### config.mk
export PLATFORM = sky130hd
export DESIGN_NAME = mcc_regs
export DESIGN_NICKNAME = d
export VERILOG_FILES = /design/src/rtl/mcc_pkg.sv /design/src/rtl/mcc_regs.sv /design/src/rtl/mcc_scl_watch.sv
export SDC_FILE = /design/constraint.sdc
export NUM_CORES = 1
export LEC_CHECK = 0
export ABC_AREA = 0
export BUFFER_PORTS_ARGS = -buffer_cell sky130_fd_sc_hd__buf_2
export CAP_MARGIN = 20
export CORE_UTILIZATION = 30
export CTS_CLUSTER_DIAMETER = 150
export DETAILED_ROUTE_END_ITERATION = 12
export GPL_ROUTABILITY_DRIVEN = 0
export GPL_TIMING_DRIVEN = 1
export PLACE_DENSITY = 0.56
export SYNTH_ARGS = -nofsm -noshare
export SYNTH_HDL_FRONTEND = slang
export SYNTH_HIERARCHICAL = 1
export SYNTH_SLANG_ARGS = --single-unit
### constraint.sdc
create_clock -name clk -period 5.9 [get_ports clk]
set_input_delay 0.885 -clock clk [delete_from_list [all_inputs] [get_ports clk]]
set_output_delay 0.885 -clock clk [all_outputs]
set_load 0.03 [all_outputs]
### src/rtl/mcc_pkg.sv
// Shared constants and types for the monitor control configuration registers
package mcc_pkg;

  // Register offsets on the internal register port
  localparam logic [7:0] MCC_ADDR_CFG_ONE   = 8'h18;
  localparam logic [7:0] MCC_ADDR_CFG_TWO   = 8'h19;
  localparam logic [7:0] MCC_CFG_RESET      = 8'h00;
  localparam logic [7:0] MCC_RDATA_UNMAPPED = 8'h00;

  // Control register one fields
  localparam int MCC_C1_MON_EN    = 0;
  localparam int MCC_C1_ROUTE_LO  = 1;
  localparam int MCC_C1_ROUTE_HI  = 2;
  localparam int MCC_C1_ANALOG_INPUT_THREE_SEL  = 3;
  localparam int MCC_C1_RESERVED  = 4;
  localparam int MCC_C1_INT_DIS   = 5;
  localparam int MCC_C1_INT_POL   = 6;
  localparam int MCC_C1_STANDBY   = 7;

  // Control register two fields
  localparam int MCC_C2_CHAN_LO   = 0;
  localparam int MCC_C2_CHAN_HI   = 2;
  localparam int MCC_C2_SINGLE    = 4;
  localparam int MCC_C2_AVG_DIS   = 5;
  localparam int MCC_C2_TMO_EN    = 6;
  localparam int MCC_C2_SW_RESET  = 7;

  // Shared pin routing codes
  localparam logic [1:0] MCC_ROUTE_AIN12 = 2'h0;
  localparam logic [1:0] MCC_ROUTE_DIODE = 2'h2;

  // Single-channel select codes
  localparam logic [2:0] MCC_CH_SUPPLY   = 3'h0;
  localparam logic [2:0] MCC_CH_INT_TEMP = 3'h1;
  localparam logic [2:0] MCC_CH_SHARED   = 3'h2;
  localparam logic [2:0] MCC_CH_ANALOG_INPUT_TWO     = 3'h3;
  localparam logic [2:0] MCC_CH_ANALOG_INPUT_THREE     = 3'h4;
  localparam logic [2:0] MCC_CH_ANALOG_INPUT_FOUR     = 3'h5;
  localparam logic [2:0] MCC_CH_RSVD_LO  = 3'h6;

  // Round-robin slots
  localparam logic [2:0] MCC_SLOT_FIRST  = 3'h0;
  localparam logic [2:0] MCC_SLOT_LAST   = 3'h5;

  // Conversion sources as seen by the converter
  typedef enum logic [2:0] {
    MCC_SRC_SUPPLY   = 3'h0,
    MCC_SRC_INT_TEMP = 3'h1,
    MCC_SRC_EXT_TEMP = 3'h2,
    MCC_SRC_ANALOG_INPUT_ONE     = 3'h3,
    MCC_SRC_ANALOG_INPUT_TWO     = 3'h4,
    MCC_SRC_ANALOG_INPUT_THREE     = 3'h5,
    MCC_SRC_ANALOG_INPUT_FOUR     = 3'h6
  } mcc_src_t;

  // Samples per result
  localparam logic [4:0] MCC_AVG_SIXTEEN = 5'h10;
  localparam logic [4:0] MCC_AVG_ONE     = 5'h01;

  // Sequencer states, Gray coded along idle, run, standby
  typedef enum logic [1:0] {
    MCC_SEQ_IDLE    = 2'h0,
    MCC_SEQ_RUN     = 2'h1,
    MCC_SEQ_STANDBY = 2'h3
  } mcc_seq_t;

  // Serial clock low timeout
  localparam int MCC_CLK_HZ         = 20_000_000;
  localparam int MCC_SCL_TIMEOUT_MS = 25;
  localparam int MCC_SCL_TIMEOUT_CYCLES = (MCC_CLK_HZ / 1000) * MCC_SCL_TIMEOUT_MS;

endpackage

### src/rtl/mcc_regs.sv
// Monitor control configuration registers, sequencer and pin control
`timescale 1ns/1ps
//
// Contract
// - Monitoring runs only while enable bit set
// - Routing field picks inputs one/two or diode
// - Input three selection masks load-source bit
// - Interrupt output enabled when bit clear
// - Interrupt polarity: 0 low, 1 high
// - Standby powers down converter and DACs
// - Single mode channel code picks source
// - Code 010 follows routing field
// - Sequencing bit: round robin or single
// - Average sixteen unless averaging disabled
// - Optional 25 ms serial clock timeout
// - Software reset restores all defaults
// - Both registers clear at power-up
// - Load-source bit picks pin or registers
module mcc_regs
  import mcc_pkg::*;
#(
  parameter int SCL_TIMEOUT_CYCLES = MCC_SCL_TIMEOUT_CYCLES
)(
  // Clock and reset
  input  wire logic       clk,
  input  wire logic       reset_n,
  // Register port from the serial engine
  input  wire logic [7:0] reg_addr,
  input  wire logic [7:0] reg_wdata,
  input  wire logic       reg_wr,
  input  wire logic       reg_rd,
  output logic      [7:0] reg_rdata,
  // Device pins
  input  wire logic       scl_pin,
  input  wire logic       dac_load_strobe_n,
  output logic            int_pin,
  output logic            int_pin_oe,
  // Neighbouring device logic
  input  wire logic       load_by_register,
  input  wire logic       sw_load_req,
  input  wire logic       int_event,
  input  wire logic       conv_done,
  // Converter and DAC control
  output logic            conv_start,
  output logic      [2:0] conv_source,
  output logic      [4:0] avg_count,
  output logic            adc_power_down,
  output logic            dac_power_down,
  output logic            dac_update,
  output logic            soft_reset,
  output logic            scl_timeout
);

  // Pin synchronisers: bit 0 serial clock, bit 1 load strobe
  // Unpacked so each loop pass owns its own element
  logic       pin_meta_q [2];
  logic       pin_sync_q [2];
  logic       load_prev_q;

  genvar gi;
  generate
    for (gi = 0; gi < 2; gi++)
    begin : g_sync
      always_ff @(posedge clk or negedge reset_n)
      begin
        if (!reset_n)
        begin
          pin_meta_q[gi] <= 1'b1;
          pin_sync_q[gi] <= 1'b1;
        end
        else
        begin
          pin_meta_q[gi] <= (gi == 0) ? scl_pin : dac_load_strobe_n;
          pin_sync_q[gi] <= pin_meta_q[gi];
        end
      end
    end
  endgenerate

  // Register file
  logic [7:0] cfg_one_q;
  logic [7:0] cfg_one_d;
  logic [7:0] cfg_two_q;
  logic [7:0] cfg_two_d;
  logic [7:0] rdata_q;
  logic [7:0] rdata_d;
  logic       srst_q;
  logic       srst_d;

  always_comb
  begin
    cfg_one_d = cfg_one_q;
    cfg_two_d = cfg_two_q;
    srst_d    = 1'b0;
    rdata_d   = rdata_q;
    // Reserved bit is stored as written and reads back; no decoded field uses it
    if (reg_wr && reg_addr == MCC_ADDR_CFG_ONE)
    begin
      cfg_one_d = reg_wdata;
    end
    if (reg_wr && reg_addr == MCC_ADDR_CFG_TWO)
    begin
      if (reg_wdata[MCC_C2_SW_RESET])
      begin
        // Reset bit is never stored, so it always reads back zero
        cfg_one_d = MCC_CFG_RESET;
        cfg_two_d = MCC_CFG_RESET;
        srst_d    = 1'b1;
      end
      else
      begin
        cfg_two_d = reg_wdata;
      end
    end
    if (reg_rd)
    begin
      case (reg_addr)
        MCC_ADDR_CFG_ONE: rdata_d = cfg_one_q;
        MCC_ADDR_CFG_TWO: rdata_d = cfg_two_q;
        default:          rdata_d = MCC_RDATA_UNMAPPED;
      endcase
    end
  end

  always_ff @(posedge clk or negedge reset_n)
  begin
    if (!reset_n)
    begin
      cfg_one_q <= MCC_CFG_RESET;
      cfg_two_q <= MCC_CFG_RESET;
      rdata_q   <= MCC_RDATA_UNMAPPED;
      srst_q    <= 1'b0;
    end
    else
    begin
      cfg_one_q <= cfg_one_d;
      cfg_two_q <= cfg_two_d;
      rdata_q   <= rdata_d;
      srst_q    <= srst_d;
    end
  end

  // Decoded fields
  logic       mon_en;
  logic       standby;
  logic       single;
  logic       diode;
  logic       analog_input_three_sel;
  logic [2:0] chan;

  assign mon_en   = cfg_one_q[MCC_C1_MON_EN];
  assign standby  = cfg_one_q[MCC_C1_STANDBY];
  assign analog_input_three_sel = cfg_one_q[MCC_C1_ANALOG_INPUT_THREE_SEL];
  assign single   = cfg_two_q[MCC_C2_SINGLE];
  assign chan     = cfg_two_q[MCC_C2_CHAN_HI:MCC_C2_CHAN_LO];
  // Undefined routing codes fall back to inputs one and two
  assign diode    = (cfg_one_q[MCC_C1_ROUTE_HI:MCC_C1_ROUTE_LO] == MCC_ROUTE_DIODE);

  // Single-channel source; reserved codes convert the supply
  function automatic mcc_src_t chan_src(input logic [2:0] code, input logic dio);
    mcc_src_t s;
    case (code)
      MCC_CH_SUPPLY:   s = MCC_SRC_SUPPLY;
      MCC_CH_INT_TEMP: s = MCC_SRC_INT_TEMP;
      MCC_CH_SHARED:   s = dio ? MCC_SRC_EXT_TEMP : MCC_SRC_ANALOG_INPUT_ONE;
      MCC_CH_ANALOG_INPUT_TWO:     s = MCC_SRC_ANALOG_INPUT_TWO;
      MCC_CH_ANALOG_INPUT_THREE:     s = MCC_SRC_ANALOG_INPUT_THREE;
      MCC_CH_ANALOG_INPUT_FOUR:     s = MCC_SRC_ANALOG_INPUT_FOUR;
      default:         s = MCC_SRC_SUPPLY;
    endcase
    return s;
  endfunction

  // Round-robin slot source; stale slots after a reroute stay harmless
  function automatic mcc_src_t slot_src(input logic [2:0] slot, input logic dio,
                                        input logic a3);
    mcc_src_t s;
    case (slot)
      3'h0:    s = MCC_SRC_SUPPLY;
      3'h1:    s = MCC_SRC_INT_TEMP;
      3'h2:    s = dio ? MCC_SRC_EXT_TEMP : MCC_SRC_ANALOG_INPUT_ONE;
      3'h3:    s = dio ? MCC_SRC_EXT_TEMP : MCC_SRC_ANALOG_INPUT_TWO;
      3'h4:    s = a3 ? MCC_SRC_ANALOG_INPUT_THREE : MCC_SRC_ANALOG_INPUT_FOUR;
      default: s = MCC_SRC_ANALOG_INPUT_FOUR;
    endcase
    return s;
  endfunction

  // Next slot skips inputs whose pins serve another function
  function automatic logic [2:0] slot_next(input logic [2:0] slot, input logic dio,
                                           input logic a3);
    logic [2:0] n;
    n = (slot >= MCC_SLOT_LAST) ? MCC_SLOT_FIRST : slot + 3'h1;
    if (n == 3'h3 && dio)
    begin
      n = a3 ? 3'h4 : MCC_SLOT_LAST;
    end
    if (n == 3'h4 && !a3)
    begin
      n = MCC_SLOT_LAST;
    end
    return n;
  endfunction

  // Conversion sequencer
  mcc_seq_t   state_q;
  mcc_seq_t   state_d;
  logic       busy_q;
  logic       busy_d;
  logic [2:0] slot_q;
  logic [2:0] slot_d;
  mcc_src_t   src_q;
  mcc_src_t   src_d;
  logic       start_q;
  logic       start_d;
  logic       pd_q;
  logic       pd_d;
  logic [4:0] avg_q;
  logic [4:0] avg_d;
  logic       run_ok;

  assign run_ok = (state_q == MCC_SEQ_RUN) && mon_en && !standby;

  always_comb
  begin
    state_d = state_q;
    case (state_q)
      MCC_SEQ_IDLE:
        if (standby) state_d = MCC_SEQ_STANDBY;
        else if (mon_en) state_d = MCC_SEQ_RUN;
      MCC_SEQ_RUN:
        if (standby) state_d = MCC_SEQ_STANDBY;
        else if (!mon_en) state_d = MCC_SEQ_IDLE;
      MCC_SEQ_STANDBY:
        if (!standby) state_d = mon_en ? MCC_SEQ_RUN : MCC_SEQ_IDLE;
      default: state_d = MCC_SEQ_IDLE;
    endcase
    start_d = run_ok && !busy_q;
    busy_d  = busy_q;
    slot_d  = slot_q;
    src_d   = src_q;
    if (!run_ok)
    begin
      busy_d = 1'b0;
      slot_d = MCC_SLOT_FIRST;
    end
    else if (start_d)
    begin
      busy_d = 1'b1;
      src_d  = single ? chan_src(chan, diode) : slot_src(slot_q, diode, analog_input_three_sel);
    end
    else if (conv_done)
    begin
      busy_d = 1'b0;
      if (!single)
      begin
        slot_d = slot_next(slot_q, diode, analog_input_three_sel);
      end
    end
    pd_d  = standby;
    avg_d = cfg_two_q[MCC_C2_AVG_DIS] ? MCC_AVG_ONE : MCC_AVG_SIXTEEN;
  end

  always_ff @(posedge clk or negedge reset_n)
  begin
    if (!reset_n)
    begin
      state_q <= MCC_SEQ_IDLE;
      busy_q  <= 1'b0;
      slot_q  <= MCC_SLOT_FIRST;
      src_q   <= MCC_SRC_SUPPLY;
      start_q <= 1'b0;
      pd_q    <= 1'b0;
      avg_q   <= MCC_AVG_SIXTEEN;
    end
    else
    begin
      state_q <= state_d;
      busy_q  <= busy_d;
      slot_q  <= slot_d;
      src_q   <= src_d;
      start_q <= start_d;
      pd_q    <= pd_d;
      avg_q   <= avg_d;
    end
  end

  // Interrupt pin and DAC load
  logic int_q;
  logic int_d;
  logic int_oe_q;
  logic int_oe_d;
  logic upd_q;
  logic upd_d;
  logic load_fall;
  logic pin_governs;

  assign load_fall   = load_prev_q && !pin_sync_q[1];
  // Pin is analog while input three is chosen, so it cannot load
  assign pin_governs = !analog_input_three_sel && !load_by_register;

  always_comb
  begin
    int_d    = cfg_one_q[MCC_C1_INT_POL] ? int_event : !int_event;
    int_oe_d = !cfg_one_q[MCC_C1_INT_DIS];
    upd_d    = pin_governs ? load_fall : sw_load_req;
  end

  always_ff @(posedge clk or negedge reset_n)
  begin
    if (!reset_n)
    begin
      load_prev_q <= 1'b1;
      int_q       <= 1'b1;
      int_oe_q    <= 1'b0;
      upd_q       <= 1'b0;
    end
    else
    begin
      load_prev_q <= pin_sync_q[1];
      int_q       <= int_d;
      int_oe_q    <= int_oe_d;
      upd_q       <= upd_d;
    end
  end

  mcc_scl_watch #(
    .TIMEOUT_CYCLES (SCL_TIMEOUT_CYCLES)
  ) u_scl_watch (
    .clk     (clk),
    .reset_n (reset_n),
    .enable  (cfg_two_q[MCC_C2_TMO_EN]),
    .scl_low (!pin_sync_q[0]),
    .timeout (scl_timeout)
  );

  assign reg_rdata      = rdata_q;
  assign int_pin        = int_q;
  assign int_pin_oe     = int_oe_q;
  assign conv_start     = start_q;
  assign conv_source    = src_q;
  assign avg_count      = avg_q;
  assign adc_power_down = pd_q;
  assign dac_power_down = pd_q;
  assign dac_update     = upd_q;
  assign soft_reset     = srst_q;
endmodule

### src/rtl/mcc_scl_watch.sv
// Serial clock stuck-low watchdog
`timescale 1ns/1ps
module mcc_scl_watch
  import mcc_pkg::*;
#(
  parameter int TIMEOUT_CYCLES = MCC_SCL_TIMEOUT_CYCLES
)(
  // Clock and reset
  input  wire logic clk,
  input  wire logic reset_n,
  // Control and observed level
  input  wire logic enable,
  input  wire logic scl_low,
  // Result
  output logic      timeout
);

  localparam int CW = $clog2(TIMEOUT_CYCLES + 1);
  localparam logic [CW-1:0] CNT_LIMIT = CW'(TIMEOUT_CYCLES - 1);
  localparam logic [CW-1:0] CNT_ZERO  = '0;

  logic [CW-1:0] cnt_q;
  logic [CW-1:0] cnt_d;
  logic          timeout_q;
  logic          timeout_d;

  // Saturates so one stuck-low episode gives exactly one pulse
  always_comb
  begin
    cnt_d     = cnt_q;
    timeout_d = 1'b0;
    if (!enable || !scl_low)
    begin
      cnt_d = CNT_ZERO;
    end
    else if (cnt_q < CNT_LIMIT)
    begin
      cnt_d = cnt_q + CW'(1);
    end
    else if (cnt_q == CNT_LIMIT)
    begin
      cnt_d     = cnt_q + CW'(1);
      timeout_d = 1'b1;
    end
  end

  always_ff @(posedge clk or negedge reset_n)
  begin
    if (!reset_n)
    begin
      cnt_q     <= '0;
      timeout_q <= 1'b0;
    end
    else
    begin
      cnt_q     <= cnt_d;
      timeout_q <= timeout_d;
    end
  end

  assign timeout = timeout_q;
endmodule

After elaboration in Yosys (flattened, before gate mapping)
Index checks and enable logic that the tools add are counted.
{ "word_totals": {"ff_bits": 69, "in_bits": 26, "output_inout_bits": 24} }
{ "classes": {"n_addsub": 2, "order_cmp": 2, "eq_ne": 24, "mux": 44, "reduce_logical": 24} }
{ "ops": {"columns": ["operator", "n"], "rows": [
  ["19-bit two-way mux", 3],
  ["3-bit two-way mux", 13],
  ["3-bit one-hot mux with 5 select lines", 2],
  ["8-bit two-way mux", 3],
  ["19-bit by 1-bit adder with 19-bit output (second input constant)", 1],
  ["19-bit equality test (second input constant)", 1],
  ["19-bit less-than comparator (second input constant)", 1],
  ["8-bit by 5-bit equality test with 1-bit output (second input constant)", 2],
  ["8-bit one-hot mux with 2 select lines", 1],
  ["3-bit by 2-bit equality test with 1-bit output (second input constant)", 5],
  ["1-bit two-way mux", 13],
  ["3-bit equality test (second input constant)", 4],
  ["2-bit two-way mux", 6],
  ["1-bit logical AND", 9],
  ["3-bit inequality test (second input constant)", 3],
  ["1-bit zero test", 8],
  ["2-bit inequality test (second input constant)", 4],
  ["7-bit two-way mux", 1],
  ["3-bit by 1-bit equality test with 1-bit output (second input constant)", 2],
  ["2-bit one-hot mux with 3 select lines", 1],
  ["3-bit AND reduction", 2],
  ["5-bit two-way mux", 1],
  ["2-bit equality test (second input constant)", 2],
  ["3-bit by 1-bit adder with 3-bit output (second input constant)", 1],
  ["other kinds (7)", 7]
]} }

Logic depth before layout (Yosys ltp)
Gate-level depths: netlist (run 1).
{ "depth": {"depth_word": 16, "depth_mapped": 9} }

Hierarchy
Netlist (run 1), hierarchy kept.
{ "by_module_without_submodules": {"columns": ["mod", "instances", "cells_per_inst", "area_per_inst_um2", "seq_area_each_um2"], "rows": [
  ["mcc_regs", 1, 172, 2065.7, 1134.8],
  ["mcc_scl_watch", 1, 119, 1086.0, 500.5]
]} }

Worst setup path before layout (run 1)
No wires, ideal clock.
{ "synth_path": {"path_kind": "input -> register", "from": "in reg_addr[7]", "to": "reg cfg_one_q[3]", "t_arrival_ps": 1918, "required_time_ps": 5779, "slack_ps": 3861, "path_stages": 4, "n_path_buf": 0, "cell_sequence": "or3_4 nor3_4 o21ai_1 a22o_2"} }
{ "synth_via": {"elab_chain_cells": 5, "elab_cells_between_ends": 7} }
{ "synth_rtl": {"columns": ["item", "line", "source"], "rows": [
  ["start: declaration", "mcc_regs.sv:28", "input wire logic [7:0] reg_addr,"],
  ["8-bit by 5-bit equality test with 1-bit output", "mcc_regs.sv:97", "if (reg_wr && reg_addr == MCC_ADDR_CFG_ONE)"],
  ["1-bit logical AND", "mcc_regs.sv:97", null],
  ["8-bit two-way mux", "mcc_regs.sv:97", null],
  ["8-bit two-way mux", "mcc_regs.sv:103", "if (reg_wdata[MCC_C2_SW_RESET])"],
  ["8-bit two-way mux *", "mcc_regs.sv:101", "if (reg_wr && reg_addr == MCC_ADDR_CFG_TWO)"],
  ["via cfg_one_d[3]", "mcc_regs.sv:82", "logic [7:0] cfg_one_d;"],
  ["end signal: assignment", "mcc_regs.sv:136", "cfg_one_q <= cfg_one_d;"],
  ["end: declaration", "mcc_regs.sv:81", "logic [7:0] cfg_one_q;"]
]} }
Mark *: on every way through the listed nets, which the timed path passes. The rest lies on a longest branch.
A chain may end at the register's enable or synchronous reset.

Final worst setup path (run 1)
{ "layout_path": {"from": "reg u_scl_watch.cnt_q[0]", "to": "reg u_scl_watch.cnt_q[13]"} }
{ "layout_via": {"elab_chain_cells": 4, "elab_cells_between_ends": 7} }
{ "layout_rtl": {"columns": ["item", "line", "source"], "rows": [
  ["start: declaration", "mcc_scl_watch.sv:22", "logic [CW-1:0] cnt_q;"],
  ["start signal: assignment", "mcc_scl_watch.sv:56", "cnt_q <= cnt_d;"],
  ["19-bit by 1-bit adder with 19-bit output", "mcc_scl_watch.sv:38, mcc_scl_watch.sv:42", null],
  ["19-bit two-way mux", "mcc_scl_watch.sv:40", "else if (cnt_q == CNT_LIMIT)"],
  ["19-bit two-way mux", "mcc_scl_watch.sv:36", "else if (cnt_q < CNT_LIMIT)"],
  ["19-bit two-way mux", "mcc_scl_watch.sv:32", "if (!enable || !scl_low)"]
]} }
Parallel ways exist; a longest one is shown, timed or not. The select of a mux whose other input is x is not followed.

==> results of run 1 <==
==> final cells by class <==
class / count / area [um2]
fill: 1039 / 6550
inverter: 22 / 82.6
clock buffer: 13 / 149
sequential: 65 / 1640
tap: 136 / 170
timing repair buffer: 47 / 238
multi-input combinational: 197 / 1390
clock inverter: 3 / 65.1
==> cell usage after synthesis, types with 2 or more instances <==
library cell	n
and3b_1	2
dfrtp_1	58
nor3b_1	4
nand4_1	3
a22oi_1	9
or4_1	2
nand2_1	17
or2_2	3
nor4_4	4
buf_4	5
a21oi_1	22
nor2_1	14
a22o_1	6
nor3_1	2
ha_1	6
and3_1	2
o21a_1	2
o21ai_0	21
nor2b_1	8
clkbuf_1	2
nand2b_1	2
xnor2_1	3
xor2_1	3
or3_1	10
mux2_2	7
dfstp_2	7
a32oi_1	4
o31ai_1	2
nand3_1	9
a22o_2	3
inv_1	22
==> per-layer routing <==
layer	vias to the layer above	wire length, um	GRT usage (%)
met2	39	3170	21.1
met3	6	255	4.45
met5	-	0	0
met4	0	61	3.37
met1	1181	3040	15.8
li1	1151	-	-
==> power breakdown <==
| group | total, mW | internal, mW | switching [mW] |
|---|---|---|---|
| Clock | 0.415 | 0.250 | 0.166 |
| Sequential | 0.466 | 0.458 | 0.00806 |
| Combinational | 0.0547 | 0.0189 | 0.0359 |
==> critical path, stage by stage (launching register included) <==
cell and delay, ps:
dfrtp_1 390, ha_1 200, and4_1 360, nand4_1 220
o2111a_1 430, or4_1 580, a21oi_1 160
==> state kept, by name, indices dropped and copies added, names as in the netlist <==
signal	cells
adc_power_down	1
avg_count	2
busy_q	1
cfg_one_q	8
cfg_two_q	7
conv_source	3
conv_start	1
dac_update	1
int_pin	1
int_pin_oe	1
load_prev_q	1
pin_meta_q	2
pin_sync_q	2
reg_rdata	8
slot_q	3
soft_reset	1
state_q	2
u_scl_watch/cnt_q	19
u_scl_watch/timeout	1
==> cells in the final DEF (no fill, tap or decap), types with 2 or more instances in the layout <==
cell	Yosys	layout
a22o_2	3	3
conb_1	1	3
a22o_1	6	6
a22oi_1	9	9
nor2_1	14	14
ha_1	6	6
o21a_1	2	2
nand3_1	9	9
nand4_1	3	3
mux2_2	7	7
o21ai_0	21	21
buf_2	1	46
or4_1	2	2
nand2_1	17	17
xor2_1	3	3
bufinv_16	0	2
xnor2_1	3	3
clkbuf_1	2	3
nor3_1	2	2
nor2b_1	8	8
and3_1	2	2
or2_2	3	3
clkbuf_8	0	10
and3b_1	2	2
nor3b_1	4	4
dfrtp_1	58	58
o31ai_1	2	2
a32oi_1	4	4
inv_1	22	22
or3_1	10	10
a21oi_1	22	22
nand2b_1	2	2
nor4_4	4	4
dfstp_2	7	7
==> worst min path at each step <==
stage / cells after the start / slack (ps) / end / startpoint
6_report: 0 / 360 / pin_sync_q[0] / pin_meta_q[0]
5_1_grt: 0 / 360 / pin_sync_q[1] / pin_meta_q[1]
4_1_cts: 0 / 360 / pin_sync_q[0] / pin_meta_q[0]
3_5_place_dp: 0 / 350 / pin_sync_q[0] / pin_meta_q[0]
3_3_place_gp: 0 / 350 / pin_sync_q[0] / pin_meta_q[0]
2_1_floorplan: 0 / 350 / pin_sync_q[0] / pin_meta_q[0]
==> cell families (layout without fill, tap and decap cells) <==
logic type,count (synthesis),count (layout),synth area share [%]
AO/OA/AOI/OAI,81,81,17.0
XOR/XNOR,6,6,1.67
adder cells (fa/ha/maj),6,6,2.38
buffers and inverters,31,85,4.37
flip-flops,65,65,51.9
multiplexers,9,9,3.18
other,1,3,0.119
AND/OR/NAND/NOR,92,92,19.4
==> stage by stage <==
step                area, um2  setup WS (ps)  util [%]
finish                   3730           3470      36.3
global route             3730           3280      36.3
CTS                      3730           3490      36.3
detailed placement       3510           3500      34.2
global placement         3510           3600      34.2
floorplan                3160           3860         -
==> impl_results.md, run 1 <==
- Hold WC Path Type: flip-flop to flip-flop
- Critical path type: flip-flop to flip-flop
- H-Tree Depth: 3
- Cts bufs inserted: 9
- Gate count of the mapped netlist: 291
- Vias/cell: 4.92
- Final WL: 6520 um
- EDFF count, synth: 0
- R2R cell count: 6
- Register area share after synthesis: 51.9%
- Overflow after GRT: 0
- Achievable Freq: 412 MHz
- Share of cells above drive strength 1: 25.9%
- Worst-Margin Slew: 808 ps
- Clk root buf: clkbuf_8
- R2R Setup Slk: 3470 ps
- Slew HR: 46.1%
- RR Startpoint: u_scl_watch/cnt_q[0]
- CTS sink cnt: 65
- Port Buffer Count: 46
- Post-synth ARST share: 100%
- Area of the mapped netlist: 3150 um2
- CP Capture Type: flip-flop
- Largest net degree at the start of global routing: 66
- Vias in the first global route: 2320
- Clock Skew: 9.96 ps
- CP startpoint kind: flip-flop
- First-pass GRT wire length: 11000 um
- Post-Layout Cell Count: 483
- Final Critical Period: 2430 ps
- Worst R2R End: u_scl_watch/cnt_q[13]
- Endpoints failing hold: 0
- Drt first-iter violations: 75
- FF+latch count, synth: 65
- Setup crit start: u_scl_watch/cnt_q[0]
- Power Density: 251 nW/um2
- CTS tree: done
- Ranking of synthesized cells by area: dfrtp_1 (46%), dfstp_2 (5.8%), a21oi_1 (3.5%)
- Die Span Y: 105 um
- CTS clk-pin slew, worst paths: 70 ps
- Static Leak: 1.64 nW
- CTS max path bufs: 2
- Final worst path period share: 41.1%
- Fin nets: 374
- Data required, critical path: 6150 ps
- Max-Cap Viols: 0
- Status: finished clean
- Placed insts: 467
- Critical path arrival: 2670 ps
- Overall Power: 936 uW
- Residual DRC: 0
- Initial antenna violation count: 0
- Fin. max-slew vios: 0
- Post-CTS setup buffer count: 0
- Ys Warns: 6
- Detail Route Antenna Nets: 0
- Count of cell types in the netlist: 58
- Final HPWL DP: 4540 um
- Die width: 105 um
- Hold WS: 356 ps
- Synth area leader: dfrtp_1
- Inserted Diodes: 0
- Unrepaired setup endpoints after global routing: no
- CP endpoint: u_scl_watch/cnt_q[13]
- Hold buffers post-CTS: 0
- Max VDD drop: 0.000117 V
- Ys flop type: dfrtp_1
- Die area: 10900 um2
- Worst Path Max Fanout: 25
- Syn-to-layout area delta: 18.2%
- Post-route setup TNS: 0 ps
- Num ports: 50
- Detailed-route via count: 2377
- Post-synth top area share: 46.1%
- Std cell rows: 37
- Core area: 10300 um2
- Drt first pass iters: 4
- Synth Area per Inst: 10.8 um2
- Starting Density: 30.7%
- Avg WL per Cell: 13.5 um
- GRT Total Usage: 12.8%
- Clock latency on the worst-skew pair: 340 ps
- Setup Viol. Count Final: 0
- Post-cts resize count: 0
Power figures use the tool's default switching activity.
==> run 2: changes to the inputs <==
--- a/config.mk
+++ b/config.mk
@@ -5,7 +5,7 @@
 export SDC_FILE = /design/constraint.sdc
 export NUM_CORES = 1
 export LEC_CHECK = 0
-export ABC_AREA = 0
+export ABC_AREA = 1
 export BUFFER_PORTS_ARGS = -buffer_cell sky130_fd_sc_hd__buf_2
 export CAP_MARGIN = 20
 export CORE_UTILIZATION = 30
@@ -13,7 +13,7 @@
 export DETAILED_ROUTE_END_ITERATION = 12
 export GPL_ROUTABILITY_DRIVEN = 0
 export GPL_TIMING_DRIVEN = 1
-export PLACE_DENSITY = 0.56
+export PLACE_DENSITY = 0.57
 export SYNTH_ARGS = -nofsm -noshare
 export SYNTH_HDL_FRONTEND = slang
 export SYNTH_HIERARCHICAL = 1
==> constraint.sdc (replaced) <==
create_clock -name clk -period 2.1 [get_ports clk]
set_input_delay 0.315 -clock clk [delete_from_list [all_inputs] [get_ports clk]]
set_output_delay 0.315 -clock clk [all_outputs]
set_load 0.03 [all_outputs]
==> run 2 against run 1 <==
  * Clock skew decreased by 2.3 ps
  * Largest cell class is now multi-input combinational cells
  * Worst setup slack got worse by 3200 ps
  * Wire length increased by 28%
  * Flip-flop and latch count unchanged
  * First-iteration DRC count increased by 33%
  * Global-route usage increased by 1.7 points
  * Maximum frequency increased by 35%
  * Sequential share of layout area decreased by 5.7 points
  * The flow now finishes with violations (negative hold slack)
  * Via count increased by 31%
==> impl_results.md, run 2 <==
- Final worst path period share: 85.6% (was 41.1%)
- Most flops, register: u_scl_watch/cnt_q (unchanged)
- Hold buffers post-CTS: 0 (unchanged)
- Avg WL per Cell: 12.5 um (was 13.5 um)
- Hold WS: -7.81 ps (was 356 ps)
- Critical path type: flip-flop to flip-flop (unchanged)
- Post-synth ARST share: 100% (unchanged)
- Setup Viol. Count Final: 0 (unchanged)
- Power Density: 735 nW/um2 (was 251 nW/um2)
- H-Tree Depth: 3 (unchanged)
- Synth Area per Inst: 7.75 um2 (was 10.8 um2)
- Num ports: 50 (unchanged)
- Share of cells above drive strength 1: 19.7% (was 25.9%)
- GRT Total Usage: 14.5% (was 12.8%)
- Die width: 111 um (was 105 um)
- Synth area leader: dfrtp_1 (unchanged)
- Ranking of synthesized cells by area: dfrtp_1 (40%), nand2_1 (14%), nor2_1 (5.7%) (was dfrtp_1 (46%), dfstp_2 (5.8%), a21oi_1 (3.5%))
- CTS sink cnt: 65 (unchanged)
- Final Critical Period: 1800 ps (was 2430 ps)
- Inserted Diodes: 0 (unchanged)
- Detail Route Antenna Nets: 0 (unchanged)
- Cell Chain, Critical Path: ha_1, nand2_2, nor2_4, inv_2, nor2_4, nand4_4, nand3_4, nand2_1, nand2_1 (was ha_1, and4_1, nand4_1, o2111a_1, or4_1, a21oi_1)
- Post-route setup TNS: 0 ps (unchanged)
- Initial antenna violation count: 0 (unchanged)
- Critical path arrival: 2070 ps (was 2670 ps)
- EDFF count, synth: 0 (unchanged)
- Register area share after synthesis: 45.5% (was 51.9%)
- Worst R2R End: u_scl_watch/cnt_q[5] (was u_scl_watch/cnt_q[13])
- Starting Density: 31.1% (was 30.7%)
- CP startpoint kind: flip-flop (unchanged)
- CTS clk-pin slew, worst paths: 50 ps (was 70 ps)
- Port Buffer Count: 46 (unchanged)
- Cts bufs inserted: 9 (unchanged)
- Hold WC Path Type: primary input to async pin (was flip-flop to flip-flop)
- Clock Skew: 7.70 ps (was 9.96 ps)
- Largest register FFs: 19 (unchanged)
- First-pass GRT wire length: 14300 um (was 11000 um)
- Failing checks: negative hold slack
- Slowest stage delay, CP: 400 ps (was 580 ps)
- Gate count of the mapped netlist: 464 (was 291)
- Endpoints failing hold: 13 (was 0)
- FF+latch count, synth: 65 (unchanged)
- Drt first pass iters: 4 (unchanged)
- CTS tree: done (unchanged)
- Die Span Y: 111 um (was 105 um)
- Fin. max-slew vios: 0 (unchanged)
- RR Startpoint: u_scl_watch/cnt_q[0] (unchanged)
- Post-synth top area share: 40.4% (was 46.1%)
- Residual DRC: 0 (unchanged)
- Ys flop type: dfrtp_1 (unchanged)
- R2R Setup Slk: 300 ps (was 3470 ps)
- Most frequent cell after synthesis: nand2_1 (was dfrtp_1)
- Unrepaired setup endpoints after global routing: no (unchanged)
- Core area: 11600 um2 (was 10300 um2)
- Max-Cap Viols: 0 (unchanged)
- Count of cell types in the netlist: 39 (was 58)
- Ys Warns: 6 (unchanged)
- Overflow after GRT: 0 (unchanged)
- Fin nets: 549 (was 374)
- Most frequent cells in the layout: nand2_1 (131), dfrtp_1 (58), nor2_1 (55) (was dfrtp_1 (58), buf_2 (46), inv_1 (22), a21oi_1 (22), o21ai_0 (21))
- Commonest cells in the netlist: nand2_1 (131), dfrtp_1 (58), nor2_1 (55) (was dfrtp_1 (58), a21oi_1 (22), inv_1 (22))
- Crit-path slowest cell: dfrtp_1 (was or4_1)
- CTS max path bufs: 2 (unchanged)
- Final WL: 8320 um (was 6520 um)
- Slew HR: 59.5% (was 46.1%)
- Worst-Margin Slew: 608 ps (was 808 ps)
- Vias/cell: 4.69 (was 4.92)
- Post-cts resize count: 0 (unchanged)
- Post-CTS setup buffer count: 0 (unchanged)
- Achievable Freq: 556 MHz (was 412 MHz)
- Syn-to-layout area delta: 19.2% (was 18.2%)
- Data required, critical path: 2370 ps (was 6150 ps)
- Final HPWL DP: 5950 um (was 4540 um)
- Commonest non-fill, non-tap cell in the layout: nand2_1 (was dfrtp_1)
- Die area: 12400 um2 (was 10900 um2)
- Detailed-route via count: 3120 (was 2377)
- Vias in the first global route: 3131 (was 2320)
- Std cell rows: 39 (was 37)
- Worst Path Max Fanout: 19 (was 25)
- Max VDD drop: 0.000365 V (was 0.000117 V)
- Clk root buf: clkbuf_16 (was clkbuf_8)
- Drt first-iter violations: 100 (was 75)
- Largest net degree at the start of global routing: 28 (was 66)
- Clock latency on the worst-skew pair: 330 ps (was 340 ps)
- Static Leak: 2.13 nW (was 1.64 nW)
- Status: finished, violations left (was finished clean)
- CP Capture Type: flip-flop (unchanged)
- Area of the mapped netlist: 3590 um2 (was 3150 um2)
- R2R cell count: 9 (was 6)
run 2: cell count changes in the layout (fill, tap and decap cells not counted), sizes merged, moves of 10 or more:
cell | previous run | this run
a21oi | 22 | 12
inv | 22 | 51
nand2 | 18 | 144
nand3 | 9 | 39
nand4 | 3 | 20
nor2 | 14 | 61
o21ai | 22 | 32
or3 | 11 | 0
run 2: power by group:
part | internal [mW] | switching [mW]
Sequential | 1.32 | 0.0358
Combinational | 0.0775 | 0.183
Clock | 1.01 | 0.524
run 2: cells by family (layout without fill, tap and decap cells):
family | Yosys count | count (layout) | share of synthesized area (%)
XOR/XNOR | 3 | 3 | 0.731
AO/OA/AOI/OAI | 48 | 48 | 7.10
adder cells (fa/ha/maj) | 6 | 6 | 2.09
AND/OR/NAND/NOR | 275 | 275 | 36.2
other | 1 | 3 | 0.104
buffers and inverters | 66 | 122 | 8.28
flip-flops | 65 | 65 | 45.5
run 2: layer usage:
layer / global-route usage, % / share of wire, % / vias up
met3: 3.76 / 3.9 / 11
li1: - / - / 1592
met5: 0 / 0 / -
met2: 26.0 / 50 / 60
met1: 16.6 / 44 / 1457
met4: 5.05 / 1.6 / 0
run 2: cell type report:
cell class	count	area, um2
Tap cell	143	179
Clock inverter	2	35.0
Inverter	53	199
Timing Repair Buffer	53	295
Sequential cell	65	1640
Fill cell	1196	7280
Clock buffer	14	274
Multi-Input combinational cell	335	1670
run 2: worst max-delay path, delay by kind of cell (launching register included):
| kind | cells | cell delay (ps) |
|---|---|---|
| DFF | 1 | 400 |
| and+or+nand+nor | 7 | 1010 |
| buffers and inverters | 1 | 70 |
| adders and majority gates | 1 | 250 |
run 2: metrics by stage:
stage	cells	util (%)	setup slack, ps	area, um2	power (mW)
after CTS	665	37.1	295	4290	3.20
after global placement	649	34.4	413	3980	1.63
after floorplan	466	-	512	3600	1.52
after detailed placement	649	34.4	320	3980	1.64
after global routing	665	37.1	170	4290	3.28
final	665	37.1	301	4290	3.15
run 2: worst max path at each step:
stage                         startpoint               endpoint  slack [ps]  cells past startpoint
CTS                 u_scl_watch/cnt_q[0]   u_scl_watch/cnt_q[5]         290                      9
detailed placement  u_scl_watch/cnt_q[0]   u_scl_watch/cnt_q[5]         320                      9
finish              u_scl_watch/cnt_q[0]   u_scl_watch/cnt_q[5]         300                      9
global route        u_scl_watch/cnt_q[0]  u_scl_watch/cnt_q[14]         170                      9
floorplan           u_scl_watch/cnt_q[0]  u_scl_watch/cnt_q[15]         510                      9
global placement    u_scl_watch/cnt_q[0]   u_scl_watch/cnt_q[3]         410                      9
==> run 3: changes to the inputs <==
--- a/config.mk
+++ b/config.mk
@@ -13,7 +13,7 @@
 export DETAILED_ROUTE_END_ITERATION = 12
 export GPL_ROUTABILITY_DRIVEN = 0
 export GPL_TIMING_DRIVEN = 1
-export PLACE_DENSITY = 0.57
+export PLACE_DENSITY = 0.46
 export SYNTH_ARGS = -nofsm -noshare
 export SYNTH_HDL_FRONTEND = slang
 export SYNTH_HIERARCHICAL = 1
==> run 3 against run 2 <==
  * Highest routed layer unchanged
  * The run still ends with negative hold slack left
  * Combinational power is 2% lower
  * Worst setup slack gained 38 ps
  * Hold slack better by 7.5 ps
  * Critical path depth did not move
  * Critical path type unchanged
  * Flip-flop and latch count stayed put
  * Non-clock buffer count down 1
==> impl_results.md, run 3 (synthesis results as in run 2) <==
- Fin nets: 548 (was 549)
- Post-cts resize count: 0 (unchanged)
- GRT Total Usage: 15.1% (was 14.5%)
- Detail Route Antenna Nets: 0 (unchanged)
- Avg WL per Cell: 12.7 um (was 12.5 um)
- Cell Chain, Critical Path: ha_1, nand2_2, nor2_4, inv_2, nor2_4, nand4_4, nand3_4, nand2_1, nand2_1 (unchanged)
- Final worst path period share: 83.8% (was 85.6%)
- Largest net degree at the start of global routing: 66 (was 28)
- Most flops, register: u_scl_watch/cnt_q (unchanged)
- Cts bufs inserted: 9 (unchanged)
- Cell family with most CP delay: simple AND/OR/NAND/NOR gates (unchanged)
- Unrepaired setup endpoints after global routing: no (unchanged)
- M1 WL: 3860 um (was 3680 um)
- Std cell rows: 39 (unchanged)
- Post-route setup TNS: 0 ps (unchanged)
- Hold WS: -0.328 ps (was -7.81 ps)
- Starting Density: 31.1% (unchanged)
- Failing checks: negative hold slack (unchanged)
- R2R cell count: 9 (unchanged)
- Post-CTS setup buffer count: 0 (unchanged)
- Worst Path Max Fanout: 19 (unchanged)
- CTS tree: done (unchanged)
- Fin. max-slew vios: 0 (unchanged)
- CTS sink cnt: 65 (unchanged)
- Overflow after GRT: 0 (unchanged)
- Vias/cell: 4.68 (was 4.69)
- Status: finished, violations left (unchanged)
- Pint: 2.19 mW (was 2.41 mW)
- Power Density: 697 nW/um2 (was 735 nW/um2)
- Clock latency on the worst-skew pair: 330 ps (about the same)
- Max VDD drop: 0.000403 V (was 0.000365 V)
- CP Capture Type: flip-flop (unchanged)
- Worst R2R End: u_scl_watch/cnt_q[6] (was u_scl_watch/cnt_q[5])
- Detailed-route via count: 3109 (was 3120)
- Final HPWL DP: 5880 um (was 5950 um)
- Hold WC Path Type: primary input to async pin (unchanged)
- Met2 routed WL: 4090 um (was 4180 um)
- Part of the power in the clock network: 45.4% (was 48.8%)
- Power share of the combinational group: 8.7% (was 8.3%)
- Slowest stage delay, CP: 400 ps (about the same)
- Initial antenna violation count: 0 (unchanged)
- Max-Cap Viols: 0 (unchanged)
- Reg power frac: 45.9% (was 42.9%)
- Setup Viol. Count Final: 0 (unchanged)
- Residual DRC: 0 (unchanged)
- Vias in the first global route: 3135 (was 3131)
- Drt first-iter violations: 151 (was 100)
- Final Critical Period: 1760 ps (was 1800 ps)
- Number of fill cells in the layout: 1251 (was 1196)
- Critical path type: flip-flop to flip-flop (unchanged)
- Hold buffers post-CTS: 0 (unchanged)
- Data required, critical path: 2370 ps (about the same)
- Met3 wire len: 315 um (was 323 um)
- Drt first pass iters: 4 (unchanged)
- Num ports: 50 (unchanged)
- RR Startpoint: u_scl_watch/cnt_q[0] (unchanged)
- Switching Share: 25.9% (was 23.6%)
- Port Buffer Count: 46 (unchanged)
- WP buf/inv: 1 (unchanged)
- Core area: 11600 um2 (unchanged)
- Crit-path slowest cell: dfrtp_1 (unchanged)
- Clk root buf: clkbuf_16 (unchanged)
- CTS max path bufs: 2 (unchanged)
- Largest register FFs: 19 (unchanged)
- Clock Skew: 7.28 ps (was 7.70 ps)
- CP startpoint kind: flip-flop (unchanged)
- H-Tree Depth: 3 (unchanged)
- Share of cells above drive strength 1: 19.6% (was 19.7%)
- Most frequent cells in the layout: nand2_1 (131), dfrtp_1 (58), nor2_1 (55) (unchanged)
- Syn-to-layout area delta: 17.8% (was 19.2%)
- Commonest non-fill, non-tap cell in the layout: nand2_1 (unchanged)
- Achievable Freq: 568 MHz (was 556 MHz)
- Die width: 111 um (unchanged)
- Die area: 12400 um2 (unchanged)
- Critical path arrival: 2030 ps (was 2070 ps)
- Final WL: 8420 um (was 8320 um)
- Static Leak: 2.09 nW (was 2.13 nW)
- CTS clk-pin slew, worst paths: 50 ps (about the same)
- Die Span Y: 111 um (unchanged)
- First-pass GRT wire length: 14800 um (was 14300 um)
- Inserted Diodes: 0 (unchanged)
- Endpoints failing hold: 1 (was 13)
- R2R Setup Slk: 340 ps (was 300 ps)
- Max Used Layer: met4 (unchanged)
- Switching power: 764 uW (was 743 uW)
-- run 3: cell count changes in the layout (fill, tap and decap cells not counted) --
cell	previous run	this run
clkinv_2	1	2
clkinvlp_4	0	3
buf_4	6	5
bufinv_16	1	0
clkbuf_8	3	0
-- run 3: layer usage --
metal | vias up | GRT usage [%]
li1 | 1587 | -
met2 | 71 | 25.8
met4 | 0 | 6.31
met3 | 13 | 3.65
met5 | - | 0
met1 | 1438 | 18.0
-- run 3: power by group through the flow --
stage                     clock (mW)  sequential, mW  combinational, mW
after floorplan                    0            1.40              0.127
after global placement             0            1.37              0.260
after detailed placement           0            1.38              0.263
after CTS                       1.39            1.35              0.263
after global routing            1.44            1.36              0.293
final                           1.34            1.35              0.257
-- run 3: cell type report --
cell class	count	area [um2]	area share [%]
Clock buffer	11	233	5.49
Clock inverter	5	32.5	0.768
Inverter	53	199	4.70
Multi-Input combinational cell	335	1670	39.4
Sequential cell	65	1640	38.6
Tap cell	143	179	4.22
Timing Repair Buffer	52	288	6.79
-- run 3: how the worst max path moves through the flow --
stage / startpoint / endpoint / cells after the start
floorplan: u_scl_watch/cnt_q[0] / u_scl_watch/cnt_q[15] / 9
global placement: u_scl_watch/cnt_q[0] / u_scl_watch/cnt_q[3] / 9
detailed placement: u_scl_watch/cnt_q[0] / u_scl_watch/cnt_q[6] / 9
CTS: u_scl_watch/cnt_q[0] / u_scl_watch/cnt_q[6] / 9
global route: u_scl_watch/cnt_q[11] / u_scl_watch/cnt_q[13] / 10
finish: u_scl_watch/cnt_q[0] / u_scl_watch/cnt_q[6] / 9
-- run 3: per-stage QoR --
step           setup slack, ps  area, um2  instances  util, %  power (mW)
3_3_place_gp               390       3970        648     34.3        1.64
4_1_cts                    293       4240        664     36.6        3.01
3_5_place_dp               313       3970        648     34.3        1.64
6_report                   339       4240        664     36.6        2.95
2_1_floorplan              512       3600        466        -        1.52
5_1_grt                    134       4240        664     36.6        3.10
